$ cat src/verilog/ppbf_defines.vh
/*
 * Register offsets, field positions, reset values and timing counts for the
 * peripheral-side parallel port block (Byte tail, Byte idle, ECP Forward).
 * Assumes a 40 MHz system clock and an APB register bus with 32-bit data.
 */
`ifndef PPBF_DEFINES_VH
`define PPBF_DEFINES_VH

// Clock period in picoseconds.
`define PPBF_CLK_PS 25000
// Data setup time before the automatic acknowledge release, in ns.
`define PPBF_SETUP_NS 500
// Setup time in cycles, rounded up.
`define PPBF_SETUP_CYC ((`PPBF_SETUP_NS * 1000 + `PPBF_CLK_PS - 1) / `PPBF_CLK_PS)

// Register byte offsets.
`define PPBF_OFS_CTRL 12'h000
`define PPBF_OFS_STAT 12'h004
`define PPBF_OFS_IRQ 12'h008
`define PPBF_OFS_MASK 12'h00c
`define PPBF_OFS_DATA 12'h010
`define PPBF_OFS_LINES 12'h014

// Control register fields.
`define PPBF_CTRL_MODE_LSB 0
`define PPBF_CTRL_DEFER 4
`define PPBF_CTRL_REVDRV 5
`define PPBF_CTRL_DMA 6
`define PPBF_CTRL_CPE 7
`define PPBF_CTRL_CHAN_LSB 8
`define PPBF_CTRL_DELAY_LSB 16
`define PPBF_CTRL_RESET 32'h0000_0001

// Status and interrupt-status bit positions (bits 0 to 5 same layout in both; FULL and BUSY in status only).
`define PPBF_ST_DREQ 0
`define PPBF_ST_CMD 1
`define PPBF_ST_AFALL 2
`define PPBF_ST_SELR 3
`define PPBF_ST_SELF 4
`define PPBF_ST_INITR 5
`define PPBF_ST_FULL 8
`define PPBF_ST_BUSY 9

// Output-line register fields.
`define PPBF_LN_FAULT 0
`define PPBF_LN_PERR 1
`define PPBF_LN_BUSY 2
`define PPBF_LN_ACKP 3

// Mode field codes.
`define PPBF_MODE_COMPAT 3'h1
`define PPBF_MODE_BYTE 3'h3
`define PPBF_MODE_ECPF 3'h4
`define PPBF_MODE_ECPR 3'h5

`endif

$ cat src/verilog/ppbf_sync.v
/*
 * Two flip-flop synchroniser with edge outputs taken after the second stage.
 * Assumes the input is asynchronous to clk_sys.
 */
`timescale 1ns/1ps
`default_nettype none
module ppbf_sync (
  input wire clk_sys,
  input wire rst,
  input wire async_in,
  output reg level_out,
  output wire rise_out,
  output wire fall_out
);
  reg meta_r;
  reg prev_r;
  // The first stage feeds only the second one.
  always @(posedge clk_sys) begin
    if (rst) begin
      meta_r <= 1'b0;
      level_out <= 1'b0;
      prev_r <= 1'b0;
    end else begin
      meta_r <= async_in;
      level_out <= meta_r;
      prev_r <= level_out;
    end
  end
  assign rise_out = level_out & ~prev_r;
  assign fall_out = ~level_out & prev_r;
endmodule // ppbf_sync
`default_nettype wire

$ cat src/verilog/ppbf_delay.v
/*
 * Delay timer: a start pulse loads a count, done pulses when it expires.
 * Assumes a count of zero still takes one cycle.
 */
`timescale 1ns/1ps
`default_nettype none
module ppbf_delay #(
  parameter W = 16
) (
  input wire clk_sys,
  input wire rst,
  input wire start,
  input wire [W-1:0] count,
  output wire busy,
  output reg done
);
  reg [W-1:0] cnt_r;
  reg run_r;
  always @(posedge clk_sys) begin
    if (rst) begin
      cnt_r <= {W{1'b0}};
      run_r <= 1'b0;
      done <= 1'b0;
    end else begin
      done <= 1'b0;
      if (start) begin
        cnt_r <= count;
        run_r <= 1'b1;
      end else if (run_r) begin
        if (cnt_r <= {{(W-1){1'b0}}, 1'b1}) begin
          run_r <= 1'b0;
          done <= 1'b1;
        end else begin
          cnt_r <= cnt_r - {{(W-1){1'b0}}, 1'b1};
        end
      end
    end
  end
  assign busy = run_r;
endmodule // ppbf_delay
`default_nettype wire

$ cat src/verilog/ppbf_port.v
/*
 * Peripheral-side parallel port: Byte reverse tail and idle, ECP Forward.
 * Assumes an APB master on clk_sys and host lines asynchronous to it.
 */
//
// Summary of operation
// RL1: Status valid 500 ns before acknowledge release.
// RL2: Last reverse byte write sends automatically.
// RL3: Defer holds acknowledge; clear releases after delay.
// RL4: Maskable interrupt on autofeed going inactive.
// RL5: Status sampled when acknowledge deasserts.
// RL6: Select-in rise interrupts; mode 1 compatibility.
// RL7: Select-in fall may interrupt for renegotiation.
// RL8: Idle: software asserts fault, pulses acknowledge.
// RL9: ECP forward and reverse switch directly.
// RL10: ECP forward uses busy, acknowledge idle.
// RL11: Host strobe answered by automatic busy.
// RL12: Busy held off until latch read.
// RL13: Strobe release raises request, latch pulse.
// RL14: Busy deasserts to accept each byte.
// RL15: Autofeed sampled with byte marks commands.
// RL16: Matching command sets command status, interrupt; the code raises port_control_irq for it only with the polarity bit set.
// RL17: Pending command stops handshake and requests.
// RL18: Command read holds; flag clear resumes.
// RL19: Polarity bit picks which autofeed level.
// RL20: Host init mid-handshake clears forward busy.
// RL21: Paper-error marks setup, acknowledges init.
// RL22: Init rise interrupts; mode 5 ECP reverse.
// RL23: DMA bit routes requests to DMA.
// RL24: Mode 4 selects ECP forward.
// RL25: Reverse-drive bit enables external latch output.
// RL26: DMA mode: channel request, no data interrupt.
// RL27: Interrupt mode: data interrupt, no DMA.
// RL28: Host inputs pass two flip-flops first.
//
`timescale 1ns/1ps
`default_nettype none
`include "ppbf_defines.vh"
module ppbf_port #(
  parameter DW = 8,
  parameter DLYW = 16
) (
  input wire clk_sys,
  input wire rst,
  input wire psel,
  input wire penable,
  input wire pwrite,
  input wire [11:0] paddr,
  input wire [31:0] pwdata,
  output reg [31:0] prdata,
  output reg pready,
  output reg pslverr,
  input wire host_strobe_in,
  input wire host_autofeed_in,
  input wire host_negotiate_line,
  input wire host_init_in,
  input wire [DW-1:0] host_data_in,
  output reg [DW-1:0] port_data_out,
  output reg busy_handshake_out,
  output reg ack_out,
  output reg fault_out,
  output reg paper_error_out,
  output reg reverse_drive_out,
  output reg forward_latch_pulse,
  output reg port_control_irq,
  output reg data_request_irq,
  output reg [1:0] dma_req,
  input wire dma_ack
);
  localparam [31:0] SETUP_W = `PPBF_SETUP_CYC;
  localparam [DLYW-1:0] SETUP_MIN = SETUP_W[DLYW-1:0];
  localparam [31:0] CTRL_RST = `PPBF_CTRL_RESET;
  localparam [1:0] HS_IDLE = 2'h0;
  localparam [1:0] HS_WAIT = 2'h1;
  localparam [1:0] HS_BUSY = 2'h2;
  localparam [1:0] HS_HOLD = 2'h3;

  // RL28 two-flop synchronisers.
  wire strobe_s, strobe_r, strobe_f;
  wire afd_s, afd_r, afd_f;
  wire sel_s, sel_r, sel_f;
  wire init_s, init_r, init_f;
  ppbf_sync u_s0 (.clk_sys(clk_sys), .rst(rst), .async_in(host_strobe_in),
    .level_out(strobe_s), .rise_out(strobe_r), .fall_out(strobe_f));
  ppbf_sync u_s1 (.clk_sys(clk_sys), .rst(rst), .async_in(host_autofeed_in),
    .level_out(afd_s), .rise_out(afd_r), .fall_out(afd_f));
  ppbf_sync u_s2 (.clk_sys(clk_sys), .rst(rst),
    .async_in(host_negotiate_line),
    .level_out(sel_s), .rise_out(sel_r), .fall_out(sel_f));
  ppbf_sync u_s3 (.clk_sys(clk_sys), .rst(rst), .async_in(host_init_in),
    .level_out(init_s), .rise_out(init_r), .fall_out(init_f));

  // Control register.
  reg [2:0] port_mode_field_r;
  reg status_defer_bit_r;
  reg reverse_drive_bit_r;
  reg dma_route_bit_r;
  reg command_polarity_expect_r;
  reg [1:0] dma_channel_select_r;
  reg [DLYW-1:0] ack_setup_delay_field_r;
  // Status and masks.
  reg data_request_flag_r;
  reg command_seen_status_r;
  reg [5:0] irq_r;
  reg [5:0] mask_r;
  reg [DW-1:0] port_data_latch_r;
  reg [DW-1:0] fwd_latch_r;
  reg full_r;
  reg [1:0] hs_r;
  reg [DW-1:0] data_meta_r;
  reg [DW-1:0] data_sync_r;
  reg ack_pend_r;
  reg [DLYW-1:0] dly_count;
  reg dly_start;
  wire dly_busy;
  wire dly_done;

  wire acc = psel & penable;
  wire wr = acc & pwrite;
  wire rd = acc & ~pwrite;
  wire w_ctrl = wr & (paddr == `PPBF_OFS_CTRL);
  wire w_stat = wr & (paddr == `PPBF_OFS_STAT);
  wire w_irq = wr & (paddr == `PPBF_OFS_IRQ);
  wire w_mask = wr & (paddr == `PPBF_OFS_MASK);
  wire w_data = wr & (paddr == `PPBF_OFS_DATA);
  wire w_lines = wr & (paddr == `PPBF_OFS_LINES);
  wire r_data = rd & (paddr == `PPBF_OFS_DATA);
  wire mode_ecpf = (port_mode_field_r == `PPBF_MODE_ECPF);
  wire mode_byte = (port_mode_field_r == `PPBF_MODE_BYTE);
  wire mapped = (paddr[11:5] == 7'h00) & (paddr[4:0] <= 5'h14) &
    (paddr[1:0] == 2'h0);
  // RL18 clearing either copy of the command flag resumes the handshake.
  wire cmd_clr = (w_stat & pwdata[`PPBF_ST_CMD]) |
    (w_irq & pwdata[`PPBF_ST_CMD]);
  // RL12 a software read or a DMA acknowledge empties the latch.
  wire latch_read = r_data | dma_ack;
  // RL15 autofeed at the polarity bit level at the byte marks a command.
  // RL19 polarity bit selects the exception level.
  wire cmd_match = (afd_s == command_polarity_expect_r);
  wire new_req = mode_ecpf & (hs_r == HS_BUSY) & strobe_f &
    ~command_seen_status_r & ~cmd_match;
  wire new_cmd = mode_ecpf & (hs_r == HS_BUSY) & strobe_f & cmd_match;
  wire [5:0] ev = {init_r, sel_f, sel_r, afd_f, new_cmd, new_req};

  // APB: zero wait states, errors on unmapped addresses.
  always @(posedge clk_sys) begin
    if (rst) begin
      prdata <= 32'h0000_0000;
      pready <= 1'b0;
      pslverr <= 1'b0;
    end else begin
      pready <= psel & ~penable;
      pslverr <= psel & ~penable & ~mapped;
      prdata <= 32'h0000_0000;
      if (psel & ~penable & ~pwrite) begin
        case (paddr)
          `PPBF_OFS_CTRL: prdata <= {ack_setup_delay_field_r,
            6'h00, dma_channel_select_r, command_polarity_expect_r,
            dma_route_bit_r, reverse_drive_bit_r, status_defer_bit_r,
            1'b0, port_mode_field_r};
          `PPBF_OFS_STAT: prdata <= {22'h000000, hs_r == HS_BUSY, full_r,
            2'h0, irq_r[5:2], command_seen_status_r, data_request_flag_r};
          `PPBF_OFS_IRQ: prdata <= {26'h0000000, irq_r};
          `PPBF_OFS_MASK: prdata <= {26'h0000000, mask_r};
          `PPBF_OFS_DATA: prdata <= {{(32-DW){1'b0}}, fwd_latch_r};
          `PPBF_OFS_LINES: prdata <= {28'h0000000, ack_out,
            busy_handshake_out, paper_error_out, fault_out};
          default: prdata <= 32'h0000_0000;
        endcase
      end
    end
  end

  // Control fields and line outputs written by software.
  always @(posedge clk_sys) begin
    if (rst) begin
      port_mode_field_r <= CTRL_RST[2:0];
      status_defer_bit_r <= 1'b0;
      reverse_drive_bit_r <= 1'b0;
      dma_route_bit_r <= 1'b0;
      command_polarity_expect_r <= 1'b1;
      dma_channel_select_r <= 2'h0;
      ack_setup_delay_field_r <= SETUP_MIN;
      mask_r <= 6'h00;
      fault_out <= 1'b0;
      paper_error_out <= 1'b0;
      reverse_drive_out <= 1'b0;
      port_data_latch_r <= {DW{1'b0}};
      port_data_out <= {DW{1'b0}};
    end else begin
      if (w_ctrl) begin
        // RL6 RL22 RL24 mode codes steer the handshake.
        // RL9 mode may change between 4 and 5 directly.
        port_mode_field_r <= pwdata[`PPBF_CTRL_MODE_LSB +: 3];
        status_defer_bit_r <= pwdata[`PPBF_CTRL_DEFER];
        reverse_drive_bit_r <= pwdata[`PPBF_CTRL_REVDRV];
        dma_route_bit_r <= pwdata[`PPBF_CTRL_DMA];
        command_polarity_expect_r <= pwdata[`PPBF_CTRL_CPE];
        dma_channel_select_r <= pwdata[`PPBF_CTRL_CHAN_LSB +: 2];
        // RL1 the delay never drops under the 500 ns setup.
        if (pwdata[`PPBF_CTRL_DELAY_LSB +: DLYW] < SETUP_MIN)
          ack_setup_delay_field_r <= SETUP_MIN;
        else
          ack_setup_delay_field_r <= pwdata[`PPBF_CTRL_DELAY_LSB +: DLYW];
      end
      if (w_mask)
        mask_r <= pwdata[5:0];
      // RL5 RL8 RL21 status lines follow software at any time.
      if (w_lines) begin
        fault_out <= pwdata[`PPBF_LN_FAULT];
        paper_error_out <= pwdata[`PPBF_LN_PERR];
      end
      // RL25 reverse drive bit enables the external latch.
      reverse_drive_out <= reverse_drive_bit_r;
      if (w_data)
        port_data_latch_r <= pwdata[DW-1:0];
      port_data_out <= port_data_latch_r;
    end
  end

  // Flags: a hardware set wins over a software clear.
  always @(posedge clk_sys) begin
    if (rst) begin
      data_request_flag_r <= 1'b0;
      command_seen_status_r <= 1'b0;
      irq_r <= 6'h00;
    end else begin
      // RL13 request raised on strobe release.
      data_request_flag_r <= new_req | (data_request_flag_r &
        ~(w_stat & pwdata[`PPBF_ST_DREQ]) & ~latch_read);
      // RL16 command byte sets command status instead.
      command_seen_status_r <= new_cmd | (command_seen_status_r & ~cmd_clr);
      // RL4 RL6 RL7 RL22 line events latch as sticky bits.
      irq_r <= ev | (irq_r & ~({6{w_irq}} & pwdata[5:0]) &
        ~{4'h0, cmd_clr, 1'b0});
    end
  end

  // Forward handshake.
  always @(posedge clk_sys) begin
    if (rst) begin
      hs_r <= HS_IDLE;
      full_r <= 1'b0;
      fwd_latch_r <= {DW{1'b0}};
      data_meta_r <= {DW{1'b0}};
      data_sync_r <= {DW{1'b0}};
      busy_handshake_out <= 1'b0;
      forward_latch_pulse <= 1'b0;
    end else begin
      forward_latch_pulse <= 1'b0;
      // RL28 data lines cross through two stages.
      data_meta_r <= host_data_in;
      data_sync_r <= data_meta_r;
      if (latch_read & ~new_req & ~new_cmd)
        full_r <= 1'b0;
      // RL20 host init clears forward busy mid-handshake.
      if (init_r) begin
        hs_r <= HS_IDLE;
        if (mode_ecpf)
          busy_handshake_out <= 1'b0;
      end else if (w_lines & ~mode_ecpf) begin
        busy_handshake_out <= pwdata[`PPBF_LN_BUSY];
      end else if (mode_ecpf) begin
        case (hs_r)
          HS_IDLE: begin
            // RL11 RL10 strobe answered on busy.
            if (strobe_s)
              hs_r <= HS_WAIT;
          end
          HS_WAIT: begin
            // RL12 RL17 busy waits for an empty latch, no command.
            if (~full_r & ~command_seen_status_r) begin
              busy_handshake_out <= 1'b1;
              hs_r <= HS_BUSY;
            end
          end
          HS_BUSY: begin
            if (strobe_f) begin
              fwd_latch_r <= data_sync_r;
              full_r <= 1'b1;
              // RL13 internal latch pulse on strobe release.
              forward_latch_pulse <= 1'b1;
              hs_r <= HS_HOLD;
            end
          end
          HS_HOLD: begin
            // RL14 RL18 busy drops only once no command pends.
            if (~command_seen_status_r) begin
              busy_handshake_out <= 1'b0;
              hs_r <= HS_IDLE;
            end
          end
          default: hs_r <= HS_IDLE;
        endcase
      end
    end
  end

  // Acknowledge output: Byte mode automatic send and defer.
  always @(posedge clk_sys) begin
    if (rst) begin
      ack_out <= 1'b0;
      ack_pend_r <= 1'b0;
      dly_start <= 1'b0;
      dly_count <= SETUP_MIN;
    end else begin
      dly_start <= 1'b0;
      dly_count <= ack_setup_delay_field_r;
      if (mode_ecpf) begin
        ack_out <= 1'b0;
        ack_pend_r <= 1'b0;
      end else if (w_lines & pwdata[`PPBF_LN_ACKP] & ~ack_out) begin
        // RL8 single acknowledge pulse from software.
        ack_out <= 1'b1;
        ack_pend_r <= 1'b1;
        dly_start <= 1'b1;
      end else if (mode_byte & w_data) begin
        // RL2 latch write starts the automatic send.
        ack_pend_r <= 1'b0;
        dly_start <= 1'b1;
      end else if (dly_done & ~ack_out) begin
        ack_out <= 1'b1;
      end else if (ack_out & ack_pend_r & dly_done) begin
        ack_out <= 1'b0;
        ack_pend_r <= 1'b0;
      end else if (ack_out & afd_f & ~status_defer_bit_r) begin
        ack_out <= 1'b0;
      end else if (ack_out & w_ctrl & status_defer_bit_r &
          ~pwdata[`PPBF_CTRL_DEFER]) begin
        // RL3 defer cleared: release after one delay.
        // RL1 the delay covers the status setup time.
        ack_pend_r <= 1'b1;
        dly_start <= 1'b1;
      end
    end
  end

  ppbf_delay #(.W(DLYW)) u_dly (.clk_sys(clk_sys), .rst(rst),
    .start(dly_start), .count(dly_count), .busy(dly_busy),
    .done(dly_done));

  // Request routing; requests stand while the flag is set.
  always @(posedge clk_sys) begin
    if (rst) begin
      dma_req <= 2'h0;
      data_request_irq <= 1'b0;
      port_control_irq <= 1'b0;
    end else begin
      // RL23 RL26 DMA mode sends the request to one channel.
      dma_req <= (data_request_flag_r & dma_route_bit_r) ?
        (2'h1 << dma_channel_select_r[0]) : 2'h0;
      // RL27 otherwise a masked data interrupt.
      data_request_irq <= data_request_flag_r & ~dma_route_bit_r &
        mask_r[`PPBF_ST_DREQ];
      // RL16 command interrupt needs mask and polarity.
      port_control_irq <= |(irq_r[5:2] & mask_r[5:2]) |
        (irq_r[1] & mask_r[1] & command_polarity_expect_r);
    end
  end
endmodule // ppbf_port
`default_nettype wire

$ cat config.mk
export PLATFORM = sky130hd
export DESIGN_NAME = ppbf_port
export DESIGN_NICKNAME = d
export VERILOG_FILES = /design/src/verilog/ppbf_sync.v /design/src/verilog/ppbf_delay.v /design/src/verilog/ppbf_port.v
export VERILOG_INCLUDE_DIRS = /design/src /design/src/verilog
export SDC_FILE = /design/constraint.sdc
export NUM_CORES = 1
export LEC_CHECK = 0
export BUFFER_PORTS_ARGS = -buffer_cell sky130_fd_sc_hd__buf_2
export CAP_MARGIN = 20
export CORE_MARGIN = 3
export CORE_UTILIZATION = 45
export DETAILED_ROUTE_END_ITERATION = 8
export GPL_TIMING_DRIVEN = 0
export HOLD_SLACK_MARGIN = 0.05
export PLACE_DENSITY_LB_ADDON = 0.12
export SYNTH_ARGS = -nofsm -noshare
export SYNTH_HDL_FRONTEND = slang
export SYNTH_SLANG_ARGS = --single-unit
$ cat constraint.sdc
create_clock -name clk_sys -period 2.8 [get_ports clk_sys]
set_input_delay 0.28 -clock clk_sys [delete_from_list [all_inputs] [get_ports clk_sys]]
set_output_delay 0.28 -clock clk_sys [all_outputs]
set_load 0.05 [all_outputs]
==> results of run 1 <==
## through the flow
step	power (mW)	util (%)
2_1_floorplan	2.57	-
3_3_place_gp	2.66	51.5
3_5_place_dp	2.67	51.5
4_1_cts	5.03	55.9
5_1_grt	5.15	55.9
6_report	4.99	55.9
## routing by layer
layer / vias up / track usage [%] / routed length, um
met1: 2538 / 29.7 / 7840
met2: 179 / 33.7 / 7860
met4: 0 / 6.82 / 315
met3: 28 / 5.55 / 985
li1: 2583 / - / -
met5: - / 0 / 0
## flip-flops by register name, summed over array words and instances (netlist names), 3 cells and up
| register | cells |
|---|---|
| u_dly.cnt_r | 16 |
| ack_setup_delay_field_r | 16 |
| port_data_out | 8 |
| port_data_latch_r | 8 |
| port_mode_field_r | 3 |
| dly_count | 16 |
| data_sync_r | 8 |
| prdata | 26 |
| data_meta_r | 8 |
| irq_r | 6 |
| fwd_latch_r | 8 |
| mask_r | 6 |
## kinds of logic after synthesis
group           Yosys count
simple gates            301
flops                   168
compound gates          110
buf+inv                  49
mux                      27
xor+xnor                 11
fa+ha+maj                 7
other cells               1
## critical path, delay by kind of cell (launching register included)
family	cells	cell delay, ns
flops	1	0.40
mux	1	0.26
simple gates	4	1.72
## layout by cell type, fill, tap and decap left out, types with 5 or more instances in the layout
cell,instances
a311oi_1,5
nor2_1,54
a21oi_1,49
nor2b_1,55
clkbuf_16,17
clkbuf_1,23
o21ai_0,9
and2_1,19
xnor2_1,10
a22oi_1,8
clkbuf_8,8
a211oi_1,11
dfxtp_1,168
nor3_1,11
a31oi_1,8
ha_1,7
nand2_1,72
nand2b_1,5
nand3_1,24
conb_1,6
nor3b_1,5
nor4_1,10
buf_4,8
mux2i_1,26
buf_2,106
inv_1,10
## final timing paths
| kind | start | to | cells after the start |
|---|---|---|---|
| setup / recovery | port_mode_field_r[2]$_SDFFE_PP0N_ | fwd_latch_r[6]$_SDFFE_PP0P_ | 5 |
| hold / removal | host_data_in[0] | data_meta_r[0]$_SDFF_PP0_ | 2 |
| setup reg to reg | port_mode_field_r[2]$_SDFFE_PP0N_ | fwd_latch_r[6]$_SDFFE_PP0P_ | 5 |
| hold reg to reg | data_meta_r[0]$_SDFF_PP0_ | data_sync_r[0]$_SDFF_PP0_ | 1 |
## layout make-up
type                       count  area, um2  area share [%]
sequential                   168       3360            43.2
multi-input combinational    462       2850            36.6
clock buffer                  26        529            6.79
timing repair buffer         101        505            6.49
tap                          180        225            2.89
buffer                        38        191            2.46
clock inverter                 6       83.8            1.08
inverter                      11       41.3           0.530
## power by group
| group | switching (mW) | total, mW | internal, mW |
|---|---|---|---|
| clock network | 0.898 | 2.38 | 1.48 |
| registers | 0.00798 | 2.42 | 2.41 |
| logic | 0.128 | 0.195 | 0.0673 |
| total | 1.03 | 4.99 | 3.96 |
==> run summary, run 1 <==
Setup WS pre-CTS -> 0.327 ns
CP Data Arrival Time -> 2.81 ns
Share of the synthesized area in the top cell type -> 52.3%
Post-CTS setup buffer count -> 0
Starting Density -> 46.2%
Slew margin rel. -> 39.5%
Largest area contributor in the netlist -> dfxtp_1
Crit start category -> flip-flop
Layout Nets -> 868
Hold buffers post-CTS -> 0
WL per Instance -> 17.1 um
Number of synthesized register bits -> 168
Die height -> 126 um
Mux contribution to synthesized area -> 4.22%
Crit. End Element -> flip-flop
Synth Instances -> 674
Clock latency reported for the late side of the worst-skew pair -> 0.43 ns
Top post-synthesis cells by area -> dfxtp_1 52%, nor2b_1 5.4%, nand2_1 4.2%, mux2i_1 4.0%, a21oi_1 3.8%
Routed vias/inst -> 5.37
Post-CTS Resized -> 0
Die Area -> 0.0158 mm2
Grt ovf -> 0
CTS Sinks -> 168
Port bufs -> 100
Cell Rows -> 43
Critical Path Max Stage Delay -> 0.66 ns
CTS tree -> built
Post-synth EDFFs -> 0
Main combinational cell family by area after synthesis -> simple AND/OR/NAND/NOR gates
Pwr/cell area -> 641 mW/mm2
Clock buffer depth -> 2
Top Ports -> 114
Fmax -> 0.396 GHz
RSZ-0062 raised after global routing -> false
Total number of vias -> 5328
Fin crit period -> 2.52 ns
Htree depth -> 4
Syn_area_per_cell -> 9.54 um2
Asr flop ratio synth -> 0%
TritonCTS Buffers -> 17
Non-Filler Instances -> 992
Fin worst setup slack -> 0.276 ns
Share of cells above drive strength 1 -> 21.3%
Dpl cell area -> 0.00718 mm2
Status -> complete, no violations
Core area -> 0.0139 mm2
Post-DRT Antenna Nets -> 0
Skew final -> 0.0244 ns
Synth cell count leaders -> 168 x dfxtp_1, 72 x nand2_1, 55 x nor2b_1
XOR/XNOR Fraction of Synth Area -> 1.50%
Critical path data required time -> 3.08 ns
Diodes inserted -> 0
Fin. Hold Viols -> 0
Final period utilization -> 90.1%
DP Wirelength -> 12500 um
Syn. warnings -> 0
Top_reg_cell synth -> dfxtp_1
Synth Area in Simple Gates -> 25.9%
CTS clk-pin slew, worst paths -> 0.06 ns
Fin. max-slew vios -> 0
Largest net degree at the start of global routing -> 17
Sequential share of the synthesized area -> 52.3%
DRC -> 0
Mapped cell area -> 0.00643 mm2
Area growth, synth to finish -> 21.2%
P_leak -> 3.09 nW
Final Wtd Congestion -> 0.902
Root Driver -> clkbuf_16
Post-Synth Adder-Cell Area -> 1.36%
Pre-Repair DR Iteration Count -> 5
Peak supply drop -> 481 uV
Worst path cell trace -> nor3b_1 -> nand4_1 -> nor2_2 -> mux2i_1 -> nor2_1
First-pass GRT wire length -> 27000 um
Initial antenna violation count -> 0
Post-synthesis compound-gate area fraction -> 11.0%
TNS Setup -> 0 ns
Vias in the first global route -> 5090
Total track usage -> 21.7%
Hold crit path type -> primary input to flip-flop
Critical path type -> flip-flop to flip-flop
CP max FO -> 8
Total placed cells including tap cells -> 959
Slowest stage cell, crit path -> nor3b_1
# setup viols final -> 0
Final wirelength -> 17000 um
Filler instances -> 1246
R2R Setup Slk -> 0.28 ns
Post-synth cell types -> 63
Post-route cell area -> 0.00779 mm2
Detailed Route Iter0 Violations -> 470
Worst hold margin -> 0.0620 ns
Most common cell in the netlist -> dfxtp_1
Max-cap viol count -> 0
Worst-Margin Slew -> 0.900 ns
DIE WIDTH -> 126 um
No activity file was read; power rests on OpenSTA's default activity.
==> run 2, diff against run 1 <==
GPL_TIMING_DRIVEN = not set   (was 0)
SYNTH_HIERARCHICAL = 1   (was not set)
==> run summary, run 2 <==
Hold buffers post-CTS -> 1 (was 0)
Max reg flops -> 26 (unchanged)
Htree depth -> 4 (unchanged)
Top Ports -> 114 (unchanged)
Most frequent cells in the layout -> 168 x dfxtp_1, 100 x buf_2, 89 x nand2_1 (was 168 x dfxtp_1, 106 x buf_2, 72 x nand2_1)
TritonCTS Buffers -> 17 (unchanged)
Crit start category -> flip-flop (unchanged)
Slowest stage cell, crit path -> or4_1 (was nor3b_1)
Diodes inserted -> 0 (unchanged)
Status -> complete, no violations (unchanged)
Fin. Hold Viols -> 0 (unchanged)
Initial antenna violation count -> 0 (unchanged)
Crit path max-delay family -> simple AND/OR/NAND/NOR gates (unchanged)
Total track usage -> 20.9% (was 21.7%)
Commonest non-fill, non-tap cell in the layout -> dfxtp_1 (unchanged)
Worst hold margin -> 0.0597 ns (was 0.0620 ns)
CP Buf/Inv Count -> 1 (was 0)
CP max FO -> 6 (was 8)
Routed vias/inst -> 5.41 (was 5.37)
Cell Rows -> 43 (unchanged)
Syn. warnings -> 6 (was 0)
DRC -> 0 (unchanged)
TNS Setup -> 0 ns (unchanged)
Largest net degree at the start of global routing -> 52 (was 17)
Post-CTS Resized -> 0 (unchanged)
Final period utilization -> 79.0% (was 90.1%)
Clock buffer depth -> 2 (unchanged)
Clock latency reported for the late side of the worst-skew pair -> 0.43 ns (about the same)
Worst path cell trace -> inv_1 -> ha_1 -> or2_2 -> a21o_1 -> or4_1 -> a311oi_1 (was nor3b_1 -> nand4_1 -> nor2_2 -> mux2i_1 -> nor2_1)
Fin. max-slew vios -> 0 (unchanged)
CTS tree -> built (unchanged)
Core Util, Final -> 56.0% (was 55.9%)
Post-CTS setup buffer count -> 0 (unchanged)
Layout Nets -> 884 (was 868)
Pwr/cell area -> 645 mW/mm2 (was 641 mW/mm2)
CTS Sinks -> 168 (unchanged)
Area growth, synth to finish -> 20.5% (was 21.2%)
Crit. End Element -> flip-flop (unchanged)
Share of cells above drive strength 1 -> 20.9% (was 21.3%)
Fmax -> 0.452 GHz (was 0.396 GHz)
Critical path data required time -> 3.13 ns (was 3.08 ns)
Synth Instances -> 713 (was 674)
Total placed cells including tap cells -> 975 (was 959)
Post-DRT Antenna Nets -> 0 (unchanged)
Total number of vias -> 5452 (was 5328)
Filler instances -> 1316 (was 1246)
First-pass GRT wire length -> 26800 um (was 27000 um)
Port bufs -> 101 (was 100)
Mapped cell area -> 0.00652 mm2 (was 0.00643 mm2)
Final Power -> 5.07 mW (was 4.99 mW)
Fin crit period -> 2.21 ns (was 2.52 ns)
Detailed Route Iter0 Violations -> 435 (was 470)
DIE WIDTH -> 126 um (about the same)
Skew final -> 0.0137 ns (was 0.0244 ns)
DP Wirelength -> 11700 um (was 12500 um)
WL per Instance -> 16.3 um (was 17.1 um)
Hold crit path type -> primary input to flip-flop (unchanged)
Final Wtd Congestion -> 0.930 (was 0.902)
Slew margin rel. -> 42.5% (was 39.5%)
Die height -> 126 um (about the same)
Die Area -> 0.0160 mm2 (was 0.0158 mm2)
Critical Path Max Stage Delay -> 0.49 ns (was 0.66 ns)
Peak supply drop -> 393 uV (was 481 uV)
Grt ovf -> 0 (unchanged)
Non-Filler Instances -> 1008 (was 992)
Starting Density -> 46.4% (was 46.2%)
Biggest register -> prdata (unchanged)
CTS clk-pin slew, worst paths -> 0.06 ns (about the same)
Pre-Repair DR Iteration Count -> 5 (unchanged)
Core area -> 0.0140 mm2 (was 0.0139 mm2)
# setup viols final -> 0 (unchanged)
Final wirelength -> 16500 um (was 17000 um)
P_leak -> 3.10 nW (was 3.09 nW)
Critical path type -> flip-flop to flip-flop (unchanged)
Root Driver -> clkbuf_16 (unchanged)
CP Data Arrival Time -> 2.54 ns (was 2.81 ns)
R2R Setup Slk -> 0.59 ns (was 0.28 ns)
RSZ-0062 raised after global routing -> false (unchanged)
Worst-Margin Slew -> 0.855 ns (was 0.900 ns)
Vias in the first global route -> 5173 (was 5090)
Syn_area_per_cell -> 9.15 um2 (was 9.54 um2)
Max-cap viol count -> 0 (unchanged)
-- run 2: metrics by stage --
stage	area [um2]	setup WS, ns
after detailed placement	7220	0.307
after floorplan	6540	0.467
final	7860	0.587
after global placement	7220	0.349
after CTS	7860	0.596
after global routing	7860	0.379
-- run 2: final timing paths --
path | end | startpoint | cells past startpoint
worst max-delay path | u_dly/cnt_r[14]$_SDFFE_PP0P_ | u_dly/cnt_r[0]$_SDFFE_PP0P_ | 6
worst min-delay path | data_meta_r[4]$_SDFF_PP0_ | host_data_in[4] | 2
worst max register to register | u_dly/cnt_r[14]$_SDFFE_PP0P_ | u_dly/cnt_r[0]$_SDFFE_PP0P_ | 6
worst min register to register | data_sync_r[4]$_SDFF_PP0_ | data_meta_r[4]$_SDFF_PP0_ | 1
-- run 2: report_power, final --
group,internal [mW],switching (mW)
clock,1.52,0.945
combinational,0.0612,0.120
sequential,2.41,0.00710
-- run 2: layout make-up --
cell class | count | area [um2] | area share (%)
sequential | 168 | 3360 | 42.8
multi-input combinational | 491 | 2910 | 37.1
timing repair buffer | 122 | 668 | 8.50
clock buffer | 22 | 494 | 6.29
tap | 180 | 225 | 2.86
clock inverter | 10 | 140 | 1.78
inverter | 15 | 56.3 | 0.716
-- run 2: routing by layer --
metal	track usage, %	up-vias	share of wire (%)
li1	-	2688	-
met1	29.9	2599	48
met2	31.5	145	45
met3	4.00	20	5.3
met4	7.63	0	1.5
met5	0	-	0
-- run 2: worst register-to-register path: cells and delay by family, from the launching register on --
family	cells	cell delay (ns)
AOI/OAI and AO/OA	2	0.49
adders and majority gates	1	0.28
buffers and inverters	1	0.09
DFF	1	0.41
and+or+nand+nor	2	0.85
